**src/common/tmr_map.svh**
```systemverilog
// register offsets, bit positions and fixed values of the timer0 block
// assumes inclusion by bare name from the design files
`ifndef TMR_MAP_SVH
`define TMR_MAP_SVH
// ==========================================================
// port-style addresses
`define TMR_ADR_SFC 8'h20
`define TMR_ADR_ACS 8'h30
`define TMR_ADR_CMP 8'h31
`define TMR_ADR_CNT 8'h32
`define TMR_ADR_CTL 8'h33
`define TMR_ADR_FLG 8'h36
`define TMR_ADR_MSK 8'h37
`define TMR_DATA_OFS 8'h20
// ==========================================================
// bit positions
`define TMR_B_ASYNC 3
`define TMR_B_CNT_BUSY 2
`define TMR_B_CMP_BUSY 1
`define TMR_B_CTL_BUSY 0
`define TMR_B_CMP 1
`define TMR_B_OVF 0
`define TMR_B_SYNC 7
`define TMR_B_TIMER_PRESCALER_RESET 1
`define TMR_B_PSR_SH 0
`define TMR_B_WGM1 6
`define TMR_B_WGM0 3
`define TMR_B_COM1 5
`define TMR_B_COM0 4
`define TMR_B_FOC 7
// ==========================================================
// values
`define TMR_RST 8'h00
`define TMR_MAX 8'hFF
`define TMR_BOTTOM 8'h00
`define TMR_PRE_W 10
`endif

```
**src/common/tmr_pkg.sv**
```systemverilog
// types shared by the timer0 register block
// assumes nothing beyond a SystemVerilog compiler
package tmr_pkg;
    typedef logic [7:0] tmr_byte_t;
    typedef enum logic [1:0] {
        TMR_NORMAL,
        TMR_PHASE_PWM,
        TMR_CTC,
        TMR_FAST_PWM
    } tmr_wave_e;
endpackage

```
**src/verilog/tmr_prescaler.sv**
```systemverilog
// prescaler that turns source ticks into timer ticks
// assumes src_tick is high for one clk_sys cycle per source tick, or held high to count every cycle
`timescale 1ns/1ps
`default_nettype none
`include "tmr_map.svh"
module tmr_prescaler
    import tmr_pkg::*;
#(
    parameter int DIV_W = `TMR_PRE_W
) (
    // clock and reset
    input wire logic clk_sys,
    input wire logic reset_n,
    input wire logic clk_en,
    // control
    input wire logic src_tick,
    input wire logic clear,
    input wire logic [2:0] sel,
    // result
    output logic tick
);
    generate
        if (DIV_W < `TMR_PRE_W) begin : g_bad_width
            $error("tmr_prescaler: DIV_W too small");
        end
    endgenerate

    logic [DIV_W-1:0] cnt_q;
    logic [DIV_W-1:0] cnt_d;
    logic [DIV_W-1:0] mask;

    // ==========================================================
    // divide select
    always_comb begin
        case (sel)
            3'h1: mask = DIV_W'(0);
            3'h2: mask = DIV_W'(7);
            3'h3: mask = DIV_W'(31);
            3'h4: mask = DIV_W'(63);
            3'h5: mask = DIV_W'(127);
            3'h6: mask = DIV_W'(255);
            3'h7: mask = DIV_W'(1023);
            default: mask = DIV_W'(0);
        endcase
        cnt_d = cnt_q;
        if (clear) begin
            cnt_d = '0;
        end else if (src_tick) begin
            cnt_d = cnt_q + DIV_W'(1);
        end
        // a held reset stops the timer outright
        tick = src_tick && !clear && (sel != 3'h0)
            && ((cnt_q & mask) == mask);
    end

    always_ff @(posedge clk_sys) begin
        if (!reset_n) begin
            cnt_q <= '0;
        end else if (clk_en) begin
            cnt_q <= cnt_d;
        end
    end
endmodule
`default_nettype wire

```
**src/verilog/tmr_timer0_regs.sv**
```systemverilog
// timer0 register side: compare, async select, flags, sync hold mode
// assumes one cpu access per cycle on the I/O register port
//
// What this block does
// - 8-bit compare value, matched against counter continuously
// - async select bit picks I/O or oscillator clock
// - async counter write sets counter busy until loaded
// - async compare write sets compare busy until loaded
// - async control write sets control busy until loaded
// - counter reads live; compare/control read holding copy
// - compare flag, enable, global bit request interrupt
// - overflow flag, enable, global bit request interrupt
// - compare flag set on counter-compare match
// - compare flag cleared by vector or written one
// - overflow flag set on overflow, cleared likewise
// - phase PWM sets overflow when reversing at zero
// - sync hold mode keeps prescaler reset bits set
// - leaving sync hold clears both prescaler resets
// - port address, or port address plus 0x20
// - prescaler reset self-clears, async once reset done
// - counter write blocks match on next timer tick
`timescale 1ns/1ps
`default_nettype none
`include "tmr_map.svh"
module tmr_timer0_regs
    import tmr_pkg::*;
(
    // clock and reset
    input wire logic clk_sys,
    input wire logic reset_n,
    input wire logic clk_en,
    // I/O register port
    input wire logic [7:0] io_addr,
    input wire logic io_data_space,
    input wire logic io_wr,
    input wire logic io_rd,
    input wire logic [7:0] io_wdata,
    output logic [7:0] io_rdata,
    // oscillator pin
    input wire logic osc_input_pin,
    // interrupt side
    input wire logic global_irq_en,
    input wire logic compare_irq_ack,
    input wire logic overflow_irq_ack,
    output logic compare_irq_req,
    output logic overflow_irq_req,
    // pins and neighbours
    output logic compare_output_pin,
    output logic shared_prescaler_reset
);
    // ==========================================================
    // state
    tmr_byte_t cnt_q, cnt_d, cnt_hold_q, cnt_hold_d;
    tmr_byte_t cmp_q, cmp_d, cmp_hold_q, cmp_hold_d;
    tmr_byte_t ctl_q, ctl_d, ctl_hold_q, ctl_hold_d;
    tmr_byte_t rdata_q, rdata_d;
    logic async_q, async_d;
    logic cnt_busy_q, cnt_busy_d, cmp_busy_q, cmp_busy_d;
    logic ctl_busy_q, ctl_busy_d;
    logic [1:0] mask_q, mask_d;
    logic cmpf_q, cmpf_d, ovf_q, ovf_d;
    logic sync_q, sync_d, timer_prescaler_reset_q, timer_prescaler_reset_d, psr_sh_q, psr_sh_d;
    logic down_q, down_d, block_q, block_d, oc_q, oc_d;
    logic cmp_req_q, cmp_req_d, ovf_req_q, ovf_req_d;
    logic osc_s1_q, osc_s2_q, osc_s3_q;

    // ==========================================================
    // decode
    tmr_byte_t eff_addr;
    logic addr_ok, wr, rd, src_tick, tmr_tick, match;
    logic ovf_set;
    tmr_wave_e wave;

    always_comb begin
        eff_addr = io_data_space ? io_addr - `TMR_DATA_OFS : io_addr;
        addr_ok = !io_data_space || (io_addr >= `TMR_DATA_OFS);
        wr = io_wr && addr_ok;
        rd = io_rd && addr_ok;
        // oscillator edges only after two-stage sync
        src_tick = async_q ? (osc_s2_q && !osc_s3_q) : 1'b1;
        match = (cnt_q == cmp_q);
        case ({ctl_q[`TMR_B_WGM1], ctl_q[`TMR_B_WGM0]})
            2'b01: wave = TMR_PHASE_PWM;
            2'b10: wave = TMR_CTC;
            2'b11: wave = TMR_FAST_PWM;
            default: wave = TMR_NORMAL;
        endcase
    end

    tmr_prescaler #(
        .DIV_W(`TMR_PRE_W)
    ) u_pre (
        .clk_sys(clk_sys),
        .reset_n(reset_n),
        .clk_en(clk_en),
        .src_tick(src_tick),
        .clear(timer_prescaler_reset_q),
        .sel(ctl_q[2:0]),
        .tick(tmr_tick)
    );

    // ==========================================================
    // register writes and transfers
    always_comb begin
        cnt_hold_d = cnt_hold_q;
        cmp_hold_d = cmp_hold_q;
        ctl_hold_d = ctl_hold_q;
        cmp_d = cmp_q;
        ctl_d = ctl_q;
        async_d = async_q;
        cnt_busy_d = cnt_busy_q;
        cmp_busy_d = cmp_busy_q;
        ctl_busy_d = ctl_busy_q;
        mask_d = mask_q;
        sync_d = sync_q;
        timer_prescaler_reset_d = timer_prescaler_reset_q;
        psr_sh_d = psr_sh_q;
        // transfers wait for an oscillator edge
        if (async_q && src_tick) begin
            if (cmp_busy_q) begin
                cmp_d = cmp_hold_q;
                cmp_busy_d = 1'b0;
            end
            if (ctl_busy_q) begin
                ctl_d = ctl_hold_q;
                ctl_busy_d = 1'b0;
            end
            if (cnt_busy_q) begin
                cnt_busy_d = 1'b0;
            end
        end
        // prescaler reset self-clears unless held
        if (!sync_q) begin
            if (!async_q || src_tick) begin
                timer_prescaler_reset_d = 1'b0;
            end
            psr_sh_d = 1'b0;
        end
        if (wr) begin
            case (eff_addr)
                `TMR_ADR_CMP: begin
                    cmp_hold_d = io_wdata;
                    if (async_q) begin
                        cmp_busy_d = 1'b1;
                    end else begin
                        cmp_d = io_wdata;
                    end
                end
                `TMR_ADR_CTL: begin
                    ctl_hold_d = io_wdata;
                    if (async_q) begin
                        ctl_busy_d = 1'b1;
                    end else begin
                        ctl_d = io_wdata;
                    end
                end
                `TMR_ADR_CNT: begin
                    cnt_hold_d = io_wdata;
                    if (async_q) begin
                        cnt_busy_d = 1'b1;
                    end
                end
                `TMR_ADR_ACS: begin
                    async_d = io_wdata[`TMR_B_ASYNC];
                end
                `TMR_ADR_MSK: begin
                    mask_d = {io_wdata[`TMR_B_CMP], io_wdata[`TMR_B_OVF]};
                end
                `TMR_ADR_SFC: begin
                    sync_d = io_wdata[`TMR_B_SYNC];
                    if (io_wdata[`TMR_B_TIMER_PRESCALER_RESET]) begin
                        timer_prescaler_reset_d = 1'b1;
                    end
                    if (io_wdata[`TMR_B_PSR_SH]) begin
                        psr_sh_d = 1'b1;
                    end
                    if (!io_wdata[`TMR_B_SYNC] && sync_q) begin
                        // all halted timers restart together
                        timer_prescaler_reset_d = 1'b0;
                        psr_sh_d = 1'b0;
                    end else if (io_wdata[`TMR_B_SYNC]) begin
                        timer_prescaler_reset_d = timer_prescaler_reset_d | timer_prescaler_reset_q;
                        psr_sh_d = psr_sh_d | psr_sh_q;
                    end
                end
                default: begin
                end
            endcase
        end
        // the strobe bit is never stored
        ctl_hold_d[`TMR_B_FOC] = 1'b0;
        ctl_d[`TMR_B_FOC] = 1'b0;
    end

    // ==========================================================
    // counter, compare and flags
    always_comb begin
        cnt_d = cnt_q;
        down_d = down_q;
        block_d = block_q;
        oc_d = oc_q;
        cmpf_d = cmpf_q;
        ovf_d = ovf_q;
        ovf_set = 1'b0;
        if (tmr_tick) begin
            block_d = 1'b0;
            if (match && !block_q) begin
                cmpf_d = 1'b1;
                case ({ctl_q[`TMR_B_COM1], ctl_q[`TMR_B_COM0]})
                    2'b01: oc_d = !oc_q;
                    2'b10: oc_d = 1'b0;
                    2'b11: oc_d = 1'b1;
                    default: oc_d = oc_q;
                endcase
            end
            case (wave)
                TMR_PHASE_PWM: begin
                    if (!down_q) begin
                        down_d = (cnt_q == `TMR_MAX);
                        cnt_d = down_d ? cnt_q - 8'h01 : cnt_q + 8'h01;
                    end else if (cnt_q == `TMR_BOTTOM) begin
                        down_d = 1'b0;
                        ovf_set = 1'b1;
                        cnt_d = cnt_q + 8'h01;
                    end else begin
                        cnt_d = cnt_q - 8'h01;
                    end
                end
                TMR_CTC: begin
                    cnt_d = match ? `TMR_BOTTOM : cnt_q + 8'h01;
                    ovf_set = (cnt_q == `TMR_MAX);
                end
                default: begin
                    cnt_d = cnt_q + 8'h01;
                    ovf_set = (cnt_q == `TMR_MAX);
                end
            endcase
        end
        // a cpu load outranks counting and masks the next match
        if (wr && eff_addr == `TMR_ADR_CNT && !async_q) begin
            cnt_d = io_wdata;
            block_d = 1'b1;
        end else if (async_q && src_tick && cnt_busy_q) begin
            cnt_d = cnt_hold_q;
            block_d = 1'b1;
        end
        ovf_d = ovf_q | ovf_set;
        // a set in the same cycle as a clear wins
        if (wr && eff_addr == `TMR_ADR_FLG) begin
            if (io_wdata[`TMR_B_CMP] && !(tmr_tick && match && !block_q)) begin
                cmpf_d = 1'b0;
            end
            if (io_wdata[`TMR_B_OVF] && !ovf_set) begin
                ovf_d = 1'b0;
            end
        end
        if (compare_irq_ack && !(tmr_tick && match && !block_q)) begin
            cmpf_d = 1'b0;
        end
        if (overflow_irq_ack && !ovf_set) begin
            ovf_d = 1'b0;
        end
        cmp_req_d = cmpf_q && mask_q[1] && global_irq_en;
        ovf_req_d = ovf_q && mask_q[0] && global_irq_en;
    end

    // ==========================================================
    // read port
    always_comb begin
        rdata_d = rdata_q;
        if (rd) begin
            case (eff_addr)
                `TMR_ADR_CNT: rdata_d = cnt_q;
                `TMR_ADR_CMP: rdata_d = cmp_hold_q;
                `TMR_ADR_CTL: rdata_d = ctl_hold_q;
                `TMR_ADR_ACS: rdata_d = {4'h0, async_q, cnt_busy_q,
                    cmp_busy_q, ctl_busy_q};
                `TMR_ADR_FLG: rdata_d = {6'h00, cmpf_q, ovf_q};
                `TMR_ADR_MSK: rdata_d = {6'h00, mask_q};
                // reset bit reads zero on the I/O clock
                `TMR_ADR_SFC: rdata_d = {sync_q, 5'h00,
                    timer_prescaler_reset_q && async_q, psr_sh_q};
                default: rdata_d = 8'h00;
            endcase
        end
    end

    always_ff @(posedge clk_sys) begin
        if (!reset_n) begin
            cnt_q <= `TMR_RST;
            cnt_hold_q <= `TMR_RST;
            cmp_q <= `TMR_RST;
            cmp_hold_q <= `TMR_RST;
            ctl_q <= `TMR_RST;
            ctl_hold_q <= `TMR_RST;
            rdata_q <= `TMR_RST;
            async_q <= 1'b0;
            cnt_busy_q <= 1'b0;
            cmp_busy_q <= 1'b0;
            ctl_busy_q <= 1'b0;
            mask_q <= 2'h0;
            cmpf_q <= 1'b0;
            ovf_q <= 1'b0;
            sync_q <= 1'b0;
            timer_prescaler_reset_q <= 1'b0;
            psr_sh_q <= 1'b0;
            down_q <= 1'b0;
            block_q <= 1'b0;
            oc_q <= 1'b0;
            cmp_req_q <= 1'b0;
            ovf_req_q <= 1'b0;
            osc_s1_q <= 1'b0;
            osc_s2_q <= 1'b0;
            osc_s3_q <= 1'b0;
        end else if (clk_en) begin
            cnt_q <= cnt_d;
            cnt_hold_q <= cnt_hold_d;
            cmp_q <= cmp_d;
            cmp_hold_q <= cmp_hold_d;
            ctl_q <= ctl_d;
            ctl_hold_q <= ctl_hold_d;
            rdata_q <= rdata_d;
            async_q <= async_d;
            cnt_busy_q <= cnt_busy_d;
            cmp_busy_q <= cmp_busy_d;
            ctl_busy_q <= ctl_busy_d;
            mask_q <= mask_d;
            cmpf_q <= cmpf_d;
            ovf_q <= ovf_d;
            sync_q <= sync_d;
            timer_prescaler_reset_q <= timer_prescaler_reset_d;
            psr_sh_q <= psr_sh_d;
            down_q <= down_d;
            block_q <= block_d;
            oc_q <= oc_d;
            cmp_req_q <= cmp_req_d;
            ovf_req_q <= ovf_req_d;
            osc_s1_q <= osc_input_pin;
            osc_s2_q <= osc_s1_q;
            osc_s3_q <= osc_s2_q;
        end
    end

    assign io_rdata = rdata_q;
    assign compare_irq_req = cmp_req_q;
    assign overflow_irq_req = ovf_req_q;
    assign compare_output_pin = oc_q;
    assign shared_prescaler_reset = psr_sh_q;
endmodule
`default_nettype wire
```
**config.mk**
```make
export PLATFORM = sky130hd
export DESIGN_NAME = tmr_timer0_regs
export DESIGN_NICKNAME = d
export VERILOG_FILES = /design/src/common/tmr_pkg.sv /design/src/verilog/tmr_prescaler.sv /design/src/verilog/tmr_timer0_regs.sv
export VERILOG_INCLUDE_DIRS = /design/src /design/src/common
export SDC_FILE = /design/constraint.sdc
export NUM_CORES = 1
export LEC_CHECK = 0
export ABC_AREA = 1
export BUFFER_PORTS_ARGS = -buffer_cell sky130_fd_sc_hd__buf_2
export CAP_MARGIN = 20
export CORE_MARGIN = 2
export CORE_UTILIZATION = 50
export DETAILED_ROUTE_END_ITERATION = 6
export PLACE_DENSITY = 0.73
export SYNTH_ARGS = -nofsm -noshare
export SYNTH_HDL_FRONTEND = slang
export SYNTH_HIERARCHICAL = 1
export SYNTH_SLANG_ARGS = --single-unit
export TNS_END_PERCENT = 5
```
**constraint.sdc**
```tcl
create_clock -name clk_sys -period 3.83 [get_ports clk_sys]
set_input_delay 0.1915 -clock clk_sys [delete_from_list [all_inputs] [get_ports clk_sys]]
set_output_delay 0.1915 -clock clk_sys [all_outputs]
set_load 0.03 [all_outputs]
```
[After elaboration in Yosys (flattened, before gate mapping)]
Index checks and enable logic that the tools add are counted.
Operators by class
  reduce and logical (&&, ||, !) cells: 51
  bitwise gates (word level): 4
  muxes and demuxes: 72
  eq/ne operators: 24
  $lt $le $gt $ge: 1
  add/sub/neg operators: 4
Operators with widths (number)
  $mux 8: 13
  $pmux 10 s6: 1
  $eq 8x6->1 const B: 7
  $pmux 8 s7: 1
  $mux 1: 47
  $mux 7: 5
  $logic_and 1x1->1: 24
  $reduce_and 3->1: 7
  $mux 10: 2
  $pmux 8 s2: 1
  $eq 3x3->1 const B: 4
  $add 10x1->10 const B: 1
  $and 10x10->10: 1
  $eq 10x10->1: 1
  $eq 2x2->1 const B: 5
  $logic_not 1->1: 9
  $reduce_bool 3->1: 3
  $add 8x1->8 const B: 1
  $eq 8x8->1: 1
  $eq 8x8->1 const B: 1
  $ge 8x6->1 const B: 1
  $logic_not 8->1: 1
  $sub 8x1->8 const B: 1
  $sub 8x6->8 const B: 1
  other kinds (9): 17
Storage, ports and cells
  output and inout port bits: 12
  flip-flop bits (word level): 83
  input bits: 26
  logic and storage cells: 182

[Logic depth before layout (Yosys ltp)]
Gate-level depths: netlist of run 1.
  depth in word-level cells: 14
  depth in mapped cells: 16
  mapped depth without buffers: 15

[Modules after synthesis]
The synthesis of run 1 kept the hierarchy.
By module, submodules not included
  tmr_timer0_regs: area each 4272.8 um2, instances 1, cells each 659, seq. area each 1461.4 um2
  tmr_prescaler: area each 608.1 um2, instances 1, cells each 93, seq. area each 200.2 um2

[Worst setup path after synthesis of run 1]
No wires, ideal clock.
  kind: flip-flop to flip-flop
  start point: register osc_s2_q
  end point: register oc_q, in the netlist compare_output_pin
  data required time: 3.715 ns
  slack: 2.056 ns
  period minus slack after synthesis: 1.774 ns
  buffers on the path: 0
  data arrival time: 1.658 ns
  setup time: 0.115 ns
  stages on the path, launching flop included: 14
  cell sequence: dfxtp_1 -> inv_1 -> o21ai_0 -> nand2_1 -> a31oi_1 -> nand2_1 -> nor2_1 -> inv_1 -> nor3_1 -> inv_1 -> nor3_1 -> nand3_1 -> nand2_1 -> nor2_1
On the way
  word-level cells in the longest chain between the ends: 6
RTL lines
  start, declared: line tmr_timer0_regs.sv:65  | logic osc_s1_q, osc_s2_q, osc_s3_q;
  start signal, assigned: line tmr_timer0_regs.sv:339  | osc_s2_q <= osc_s1_q;
  $logic_and 1x1->1: line tmr_timer0_regs.sv:80  | src_tick = async_q ? (osc_s2_q && !osc_s3_q) : 1'b1;
  $mux 1: line tmr_timer0_regs.sv:80
  via src_tick: line tmr_timer0_regs.sv:70  | logic addr_ok, wr, rd, src_tick, tmr_tick, match;
  $logic_and 1x1->1 (2 in series): line tmr_prescaler.sv:52  | tick = src_tick && !clear && (sel != 3'h0)
  $logic_and 1x1->1: line tmr_prescaler.sv:53  | && ((cnt_q & mask) == mask);
  via tmr_tick: line tmr_timer0_regs.sv:70
  $reduce_and 4->1 (no line)
  end signal, assigned: line tmr_timer0_regs.sv:309  | oc_q <= 1'b0;
  end signal, assigned: line tmr_timer0_regs.sv:335  | oc_q <= oc_d;
  end, declared: line tmr_timer0_regs.sv:63  | logic down_q, down_d, block_q, block_d, oc_q, oc_d;
The timed path passes the listed nets, and every way through them passes these cells.
A chain may end at the register's enable or synchronous reset.

==> results of run 1 <==
## worst reg2reg max path: stages (launching register included)
cell and delay [ns]:
dfxtp_1 0.65, nand2_1 0.12, nor2_1 0.16, nand3_1 0.13, nand2_1 0.12, nand2_1 0.15
inv_1 0.17, nand2_1 0.09, o21ai_0 0.15, inv_1 0.06, nand2_1 0.10, nand2_1 0.06
nand2_1 0.05, nand2_1 0.05, a21oi_1 0.12
## layer usage
layer | share of wire | wire (um)
met5 | 0 | 0
met2 | 0.45 | 6200
met4 | 0.045 | 620
met1 | 0.45 | 6210
met3 | 0.054 | 739
## report_power, final
group	leakage, nW	internal [W]	switching, W	total [W]
Clock	0.117	0.000452	0.000320	0.000772
Combinational	1.62	0.0000299	0.0000805	0.000110
Sequential	0.670	0.000868	0.00000465	0.000873
Total	2.41	0.00135	0.000405	0.00176
## logic make-up after synthesis
| kind of cell | count (synthesis) | share of synthesized area |
|---|---|---|
| adder cells (fa/ha/maj) | 7 | 0.0179 |
| buffers and inverters | 127 | 0.107 |
| flip-flops | 83 | 0.340 |
| AO/OA/AOI/OAI | 186 | 0.215 |
| XOR/XNOR | 16 | 0.0287 |
| AND/OR/NAND/NOR | 333 | 0.291 |
## state kept, by name (all words and copies together), names as in the netlist, 2 cells and up
signal and flops:
mask_q 2, cnt_hold_q 8, cmp_hold_q 8, ctl_q 7, io_rdata 8, ctl_hold_q 7
cmp_q 8, cnt_q 8, u_pre/cnt_q 10
## cells in the mapped netlist, types with 4 or more instances
library cell and number:
a21oi_1 79, o21ai_0 63, ha_1 7, nand2_1 198, dfxtp_1 83, nor3_1 6, nor2_1 60, nand4_1 4
inv_2 4, buf_2 7, nand3_1 43, xor2_1 11, nand2_4 4, nor2_2 7, o211ai_1 27, clkbuf_1 11
inv_1 94, xnor2_1 5, nand2_2 5, buf_4 5
## how the worst max path moves through the flow
stage / startpoint / end / cells after the start
CTS: cnt_q[3] / cnt_q[5] / 14
floorplan: osc_s2_q / compare_output_pin / 13
detailed placement: io_addr[5] / ctl_hold_q[2] / 12
finish: cnt_q[3] / cnt_q[5] / 14
global placement: io_addr[5] / ctl_hold_q[2] / 12
global route: cnt_q[3] / cnt_q[5] / 14
## layout make-up
| class | count | area (um2) |
|---|---|---|
| Fill cell | 956 | 4270 |
| Multi-Input combinational cell | 542 | 2700 |
| Sequential cell | 83 | 1660 |
| Inverter | 100 | 377 |
| Timing Repair Buffer | 42 | 223 |
| Tap cell | 133 | 166 |
| Clock buffer | 12 | 145 |
| Clock inverter | 4 | 97.6 |
## per-stage QoR
step	cell area (um2)	util	instances	total power, W	hold WS (ns)
final	5370	0.557	916	0.00176	0.0512
after global routing	5370	0.557	916	0.00181	0.0875
after CTS	5370	0.557	916	0.00176	0.0515
after detailed placement	5120	0.532	900	0.00100	0.427
after global placement	5120	0.532	900	0.000999	0.418
after floorplan	4880	-	752	0.000955	0.323
==> impl_metrics.yaml, run 1 <==
place:
  place_ws_ns: 1.43
  dp_hpwl_um: 10200
  globalplace.congestion: 0.937
  port-buffer-count: 37
logic_synthesis:
  synth_cell_types: 42
  ys_seq_area_frac: 0.340
  synthArstFlopShare: 0
  ys_top_cells_by_area: "dfxtp_1 (34%), nand2_1 (15%), a21oi_1 (8.1%), inv_1 (7.2%), o21ai_0 (6.5%)"
  ys.flop_type: "dfxtp_1"
  syn_nets: 785
  syn_area_per_cell_um2: 6.49
  yosysTopAreaCellShare: 0.340
  synth_area_leader_cell: "dfxtp_1"
  synth-edff-count: 0
  syn_area_mm2: 0.00488
  yosys_register_bits: 83
  syn_inst: 752
  yosysWarningCount: 6
setup_path:
  path_cells: "nand2_1 -> nor2_1 -> nand3_1 -> nand2_1 -> nand2_1 -> inv_1 -> nand2_1 -> o21ai_0 -> inv_1 -> nand2_1 -> nand2_1 -> nand2_1 -> nand2_1 -> a21oi_1"
  crit_family: "simple AND/OR/NAND/NOR gates"
  critPathRequiredTime_ns: 4.13
  cpMaxStageDelayCell: "dfxtp_1"
  start_kind: "flip-flop"
  r2r_cells: 14
  slowest_delay_ns: 0.65
  rrSetupSlack_ns: 1.57
  regToRegStartpoint: "cnt_q[3]"
  crit_path_end_kind: "flip-flop"
  critPathBufInv: 2
  cp_common_cell: "nand2_1"
  worst_r2r_endpoint: "cnt_q[5]"
  worst-setup-path-type: "flip-flop to flip-flop"
  arrival_ns: 2.56
  crit_fanout: 10
final_layout:
  final_common_cell: "nand2_1"
  diodes: 0
  drive_gt1_frac: 0.110
  final_cell_mix: "nand2_1 (198), inv_1 (94), dfxtp_1 (83), a21oi_1 (79), o21ai_0 (63)"
  areaGrowthSynthToFinish_pct: 9.97
  nets: 811
grt:
  grt_pass1_wl_um: 22400
  grt_max_degree: 37
  first_global_vias: 4501
  grt.met2_usage: 0.437
  met1_usage: 0.358
  antenna_found_initial: 0
  gr-max-usage-layer: "met2"
  grt_overflow: 0
  track_usage: 0.274
  met3_usage: 0.0407
timing:
  min_period_over_period: 0.590
  fin_setup_tns_ns: 0
  clock_skew_ns: 0.00850
  rsz0062_at_grt: "false"
  maxSlewHeadroom: 0.515
  hold_violations: 0
  fmax_ghz: 0.443
  finalMaxSlewViolations: 0
  worstMarginPinSlew_ns: 0.725
  layout_setup_ws_ns: 1.57
  setup_viol: 0
  period_minus_slack_ns: 2.26
clock_tree:
  clockRootBuffer: "clkbuf_8"
  cts_resized: 0
  htree_num_levels: 3
  clock-sinks: 83
  cts_hold_buf: 0
  numCtsBuffers: 9
  insertion_delay_ns: 0.37
  cts.path.max_buffers: 2
  cts_setup_buffers: 0
  cts_tree: "done"
  clkSlewWorstSetupHoldPaths_ns: 0.09
status:
  status: "complete, no violations"
hold_path:
  hold_path_depth: 3
  min_to: "osc_s1_q"
  worstHoldStart: "osc_input_pin"
  hp-class: "input port to flip-flop"
detailed_routing:
  ant_nets: 0
  num_vias: 5018
  wl_per_cell_um: 15.0
  first_pass_iters: 5
  via_per_inst: 5.48
  drc: 0
  drt_iter0_drc: 348
  totalWireLength_um: 13800
die:
  ioPinCount: 38
  start_util: 0.506
  core_mm2: 0.00964
  die_h_um: 103
  die_w_um: 103
  die_area_mm2: 0.0106
  rows: 36
job:
  drv_cap: 0
pwr:
  leakage_nw: 2.41
  power.density_mw_per_mm2: 327
  irDropWorstVdd_mv: 0.236
Power figures use the tool's default switching activity.
==> run 2: changes to the inputs <==
Settings changed: PLACE_DENSITY 0.73 to 0.76.
Clock period 3.83 ns to 1.9 ns, I/O delays scaled along.
==> impl_metrics.yaml, run 2 (same netlist as run 1, synthesis figures left out) <==
die:
  core_mm2: 0.00964
  start_util: 0.506
  die_area_mm2: 0.0106
  die_w_um: 103
  die_h_um: 103
  ioPinCount: 38
  rows: 36
grt:
  antenna_found_initial: 0
  grt_pass1_wl_um: 23400
  grt_max_degree: 26
  track_usage: 0.283
  grt_overflow: 0
  first_global_vias: 4998
clock_tree:
  numCtsBuffers: 9
  htree_num_levels: 3
  cts_tree: "done"
  clock-sinks: 83
  clockRootBuffer: "clkbuf_8"
  cts.path.max_buffers: 2
  insertion_delay_ns: 0.38
  clkSlewWorstSetupHoldPaths_ns: 0.09
detailed_routing:
  via_per_inst: 5.51
  top_layer: "met4"
  wl_met1_um: 6070
  wl_met2_um: 6700
  wl_met3_um: 1150
  ant_nets: 0
  num_vias: 5319
  totalWireLength_um: 14400
  first_pass_iters: 5
  drc: 0
  wl_per_cell_um: 14.9
  drt_iter0_drc: 377
timing:
  rsz0062_at_grt: "true"
  min_period_over_period: 0.938
  hold_violations: 0
  maxSlewHeadroom: 0.678
  worstMarginPinSlew_ns: 0.479
  period_minus_slack_ns: 1.78
  hold_ws_ns: 0.0164
  fmax_ghz: 0.561
  setup_viol: 0
  layout_setup_ws_ns: 0.118
  finalMaxSlewViolations: 0
  clock_skew_ns: 0.0152
job:
  drv_cap: 0
hold_path:
  hp-class: "input port to flip-flop"
final_layout:
  largest_reg_flops: 10
  final_common_cell: "nand2_1"
  nets: 862
  areaGrowthSynthToFinish_pct: 18.9
  drive_gt1_frac: 0.192
  final_cell_mix: "nand2_1 (193), inv_1 (94), a21oi_1 (78), dfxtp_1 (76), o21ai_0 (60)"
  largest-register: "u_pre/cnt_q"
  diodes: 0
setup_path:
  critPathRequiredTime_ns: 2.17
  path_cells: "buf_4 -> nor2_1 -> nand2_1 -> nor2_2 -> nand2_2 -> buf_4 -> nand3_2 -> nand2_1 -> nand3_1 -> nand3_1 -> o21ai_1 -> nand2_1 -> nand2_1 -> a21oi_2"
  cpMaxStageDelayCell: "dfxtp_1"
  slowest_delay_ns: 0.33
  start_kind: "flip-flop"
  crit_fanout: 5
  cp_common_cell: "nand2_1"
  worst-setup-path-type: "flip-flop to flip-flop"
  arrival_ns: 2.05
  crit_path_end_kind: "flip-flop"
place:
  place_ws_ns: -0.0737
  globalplace.congestion: 1.01
  dp_hpwl_um: 10800
  port-buffer-count: 37
status:
  status: "complete, no violations"
pwr:
  irDropWorstVdd_mv: 0.642
  power.density_mw_per_mm2: 606
  p_total_w: 0.00352
  leakage_nw: 2.67
## run 2: cell count changes in the layout (fill, tap and decap cells not counted), sizes merged
cell         change
buf             +50
clkbuf           -3
clkinv           +3
clkinvlp         -1
dlygate4sd3      +1
## run 2: path summary, 6_finish.rpt
check	startpoint	to	slack, ns	depth (start not counted)
worst max register to register	cnt_q[4]	cnt_q[4]	0.12	14
worst min-delay path	global_irq_en	overflow_irq_req	0.02	3
worst min register to register	u_pre/cnt_q[3]	u_pre/cnt_q[3]	0.46	1
worst max-delay path	cnt_q[4]	cnt_q[4]	0.12	14
## run 2: final cells by class
class / count / area [um2]
sequential: 83 / 1670
fill: 920 / 3840
clock buffer: 9 / 124
timing repair buffer: 93 / 608
tap: 133 / 166
inverter: 100 / 377
clock inverter: 6 / 105
multi-input combinational: 542 / 2750
## run 2: stage by stage
| stage | instance area, um2 | setup TNS, ns | cells | utilization |
|---|---|---|---|---|
| 2_1_floorplan | 4880 | 0 | 752 | - |
| 5_1_grt | 5800 | -0.0742 | 966 | 0.602 |
| 6_report | 5800 | 0 | 966 | 0.602 |
| 3_5_place_dp | 5490 | -0.280 | 948 | 0.569 |
| 3_3_place_gp | 5490 | -0.0394 | 948 | 0.569 |
| 4_1_cts | 5730 | 0 | 964 | 0.594 |
## run 2: per-layer routing
metal	global-route usage	up-vias
li1	-	2609
met4	0.132	0
met2	0.461	234
met3	0.0495	43
met1	0.366	2433
met5	0	-
## run 2: timing repair
item | 4_1_cts | 5_1_grt
hold buffers | 1 | 0
pin swaps | 0 | 2
setup endpoints to repair | 1 | 11
setup buffers | 0 | 2
hold endpoints to repair | 1 | 0
resized for setup | 2 | 24
## run 2: report_power, final
part | internal, W | switching (W) | total, W
clock network | 0.000859 | 0.000656 | 0.00151
logic | 0.0000742 | 0.000167 | 0.000241
registers | 0.00175 | 0.00000898 | 0.00176
## run 2: critical path, delay by kind of cell, from the launching register on
family / cells / cell delay, ns
compound gates: 2 / 0.16
flops: 1 / 0.33
buf+inv: 2 / 0.29
simple gates: 10 / 0.88
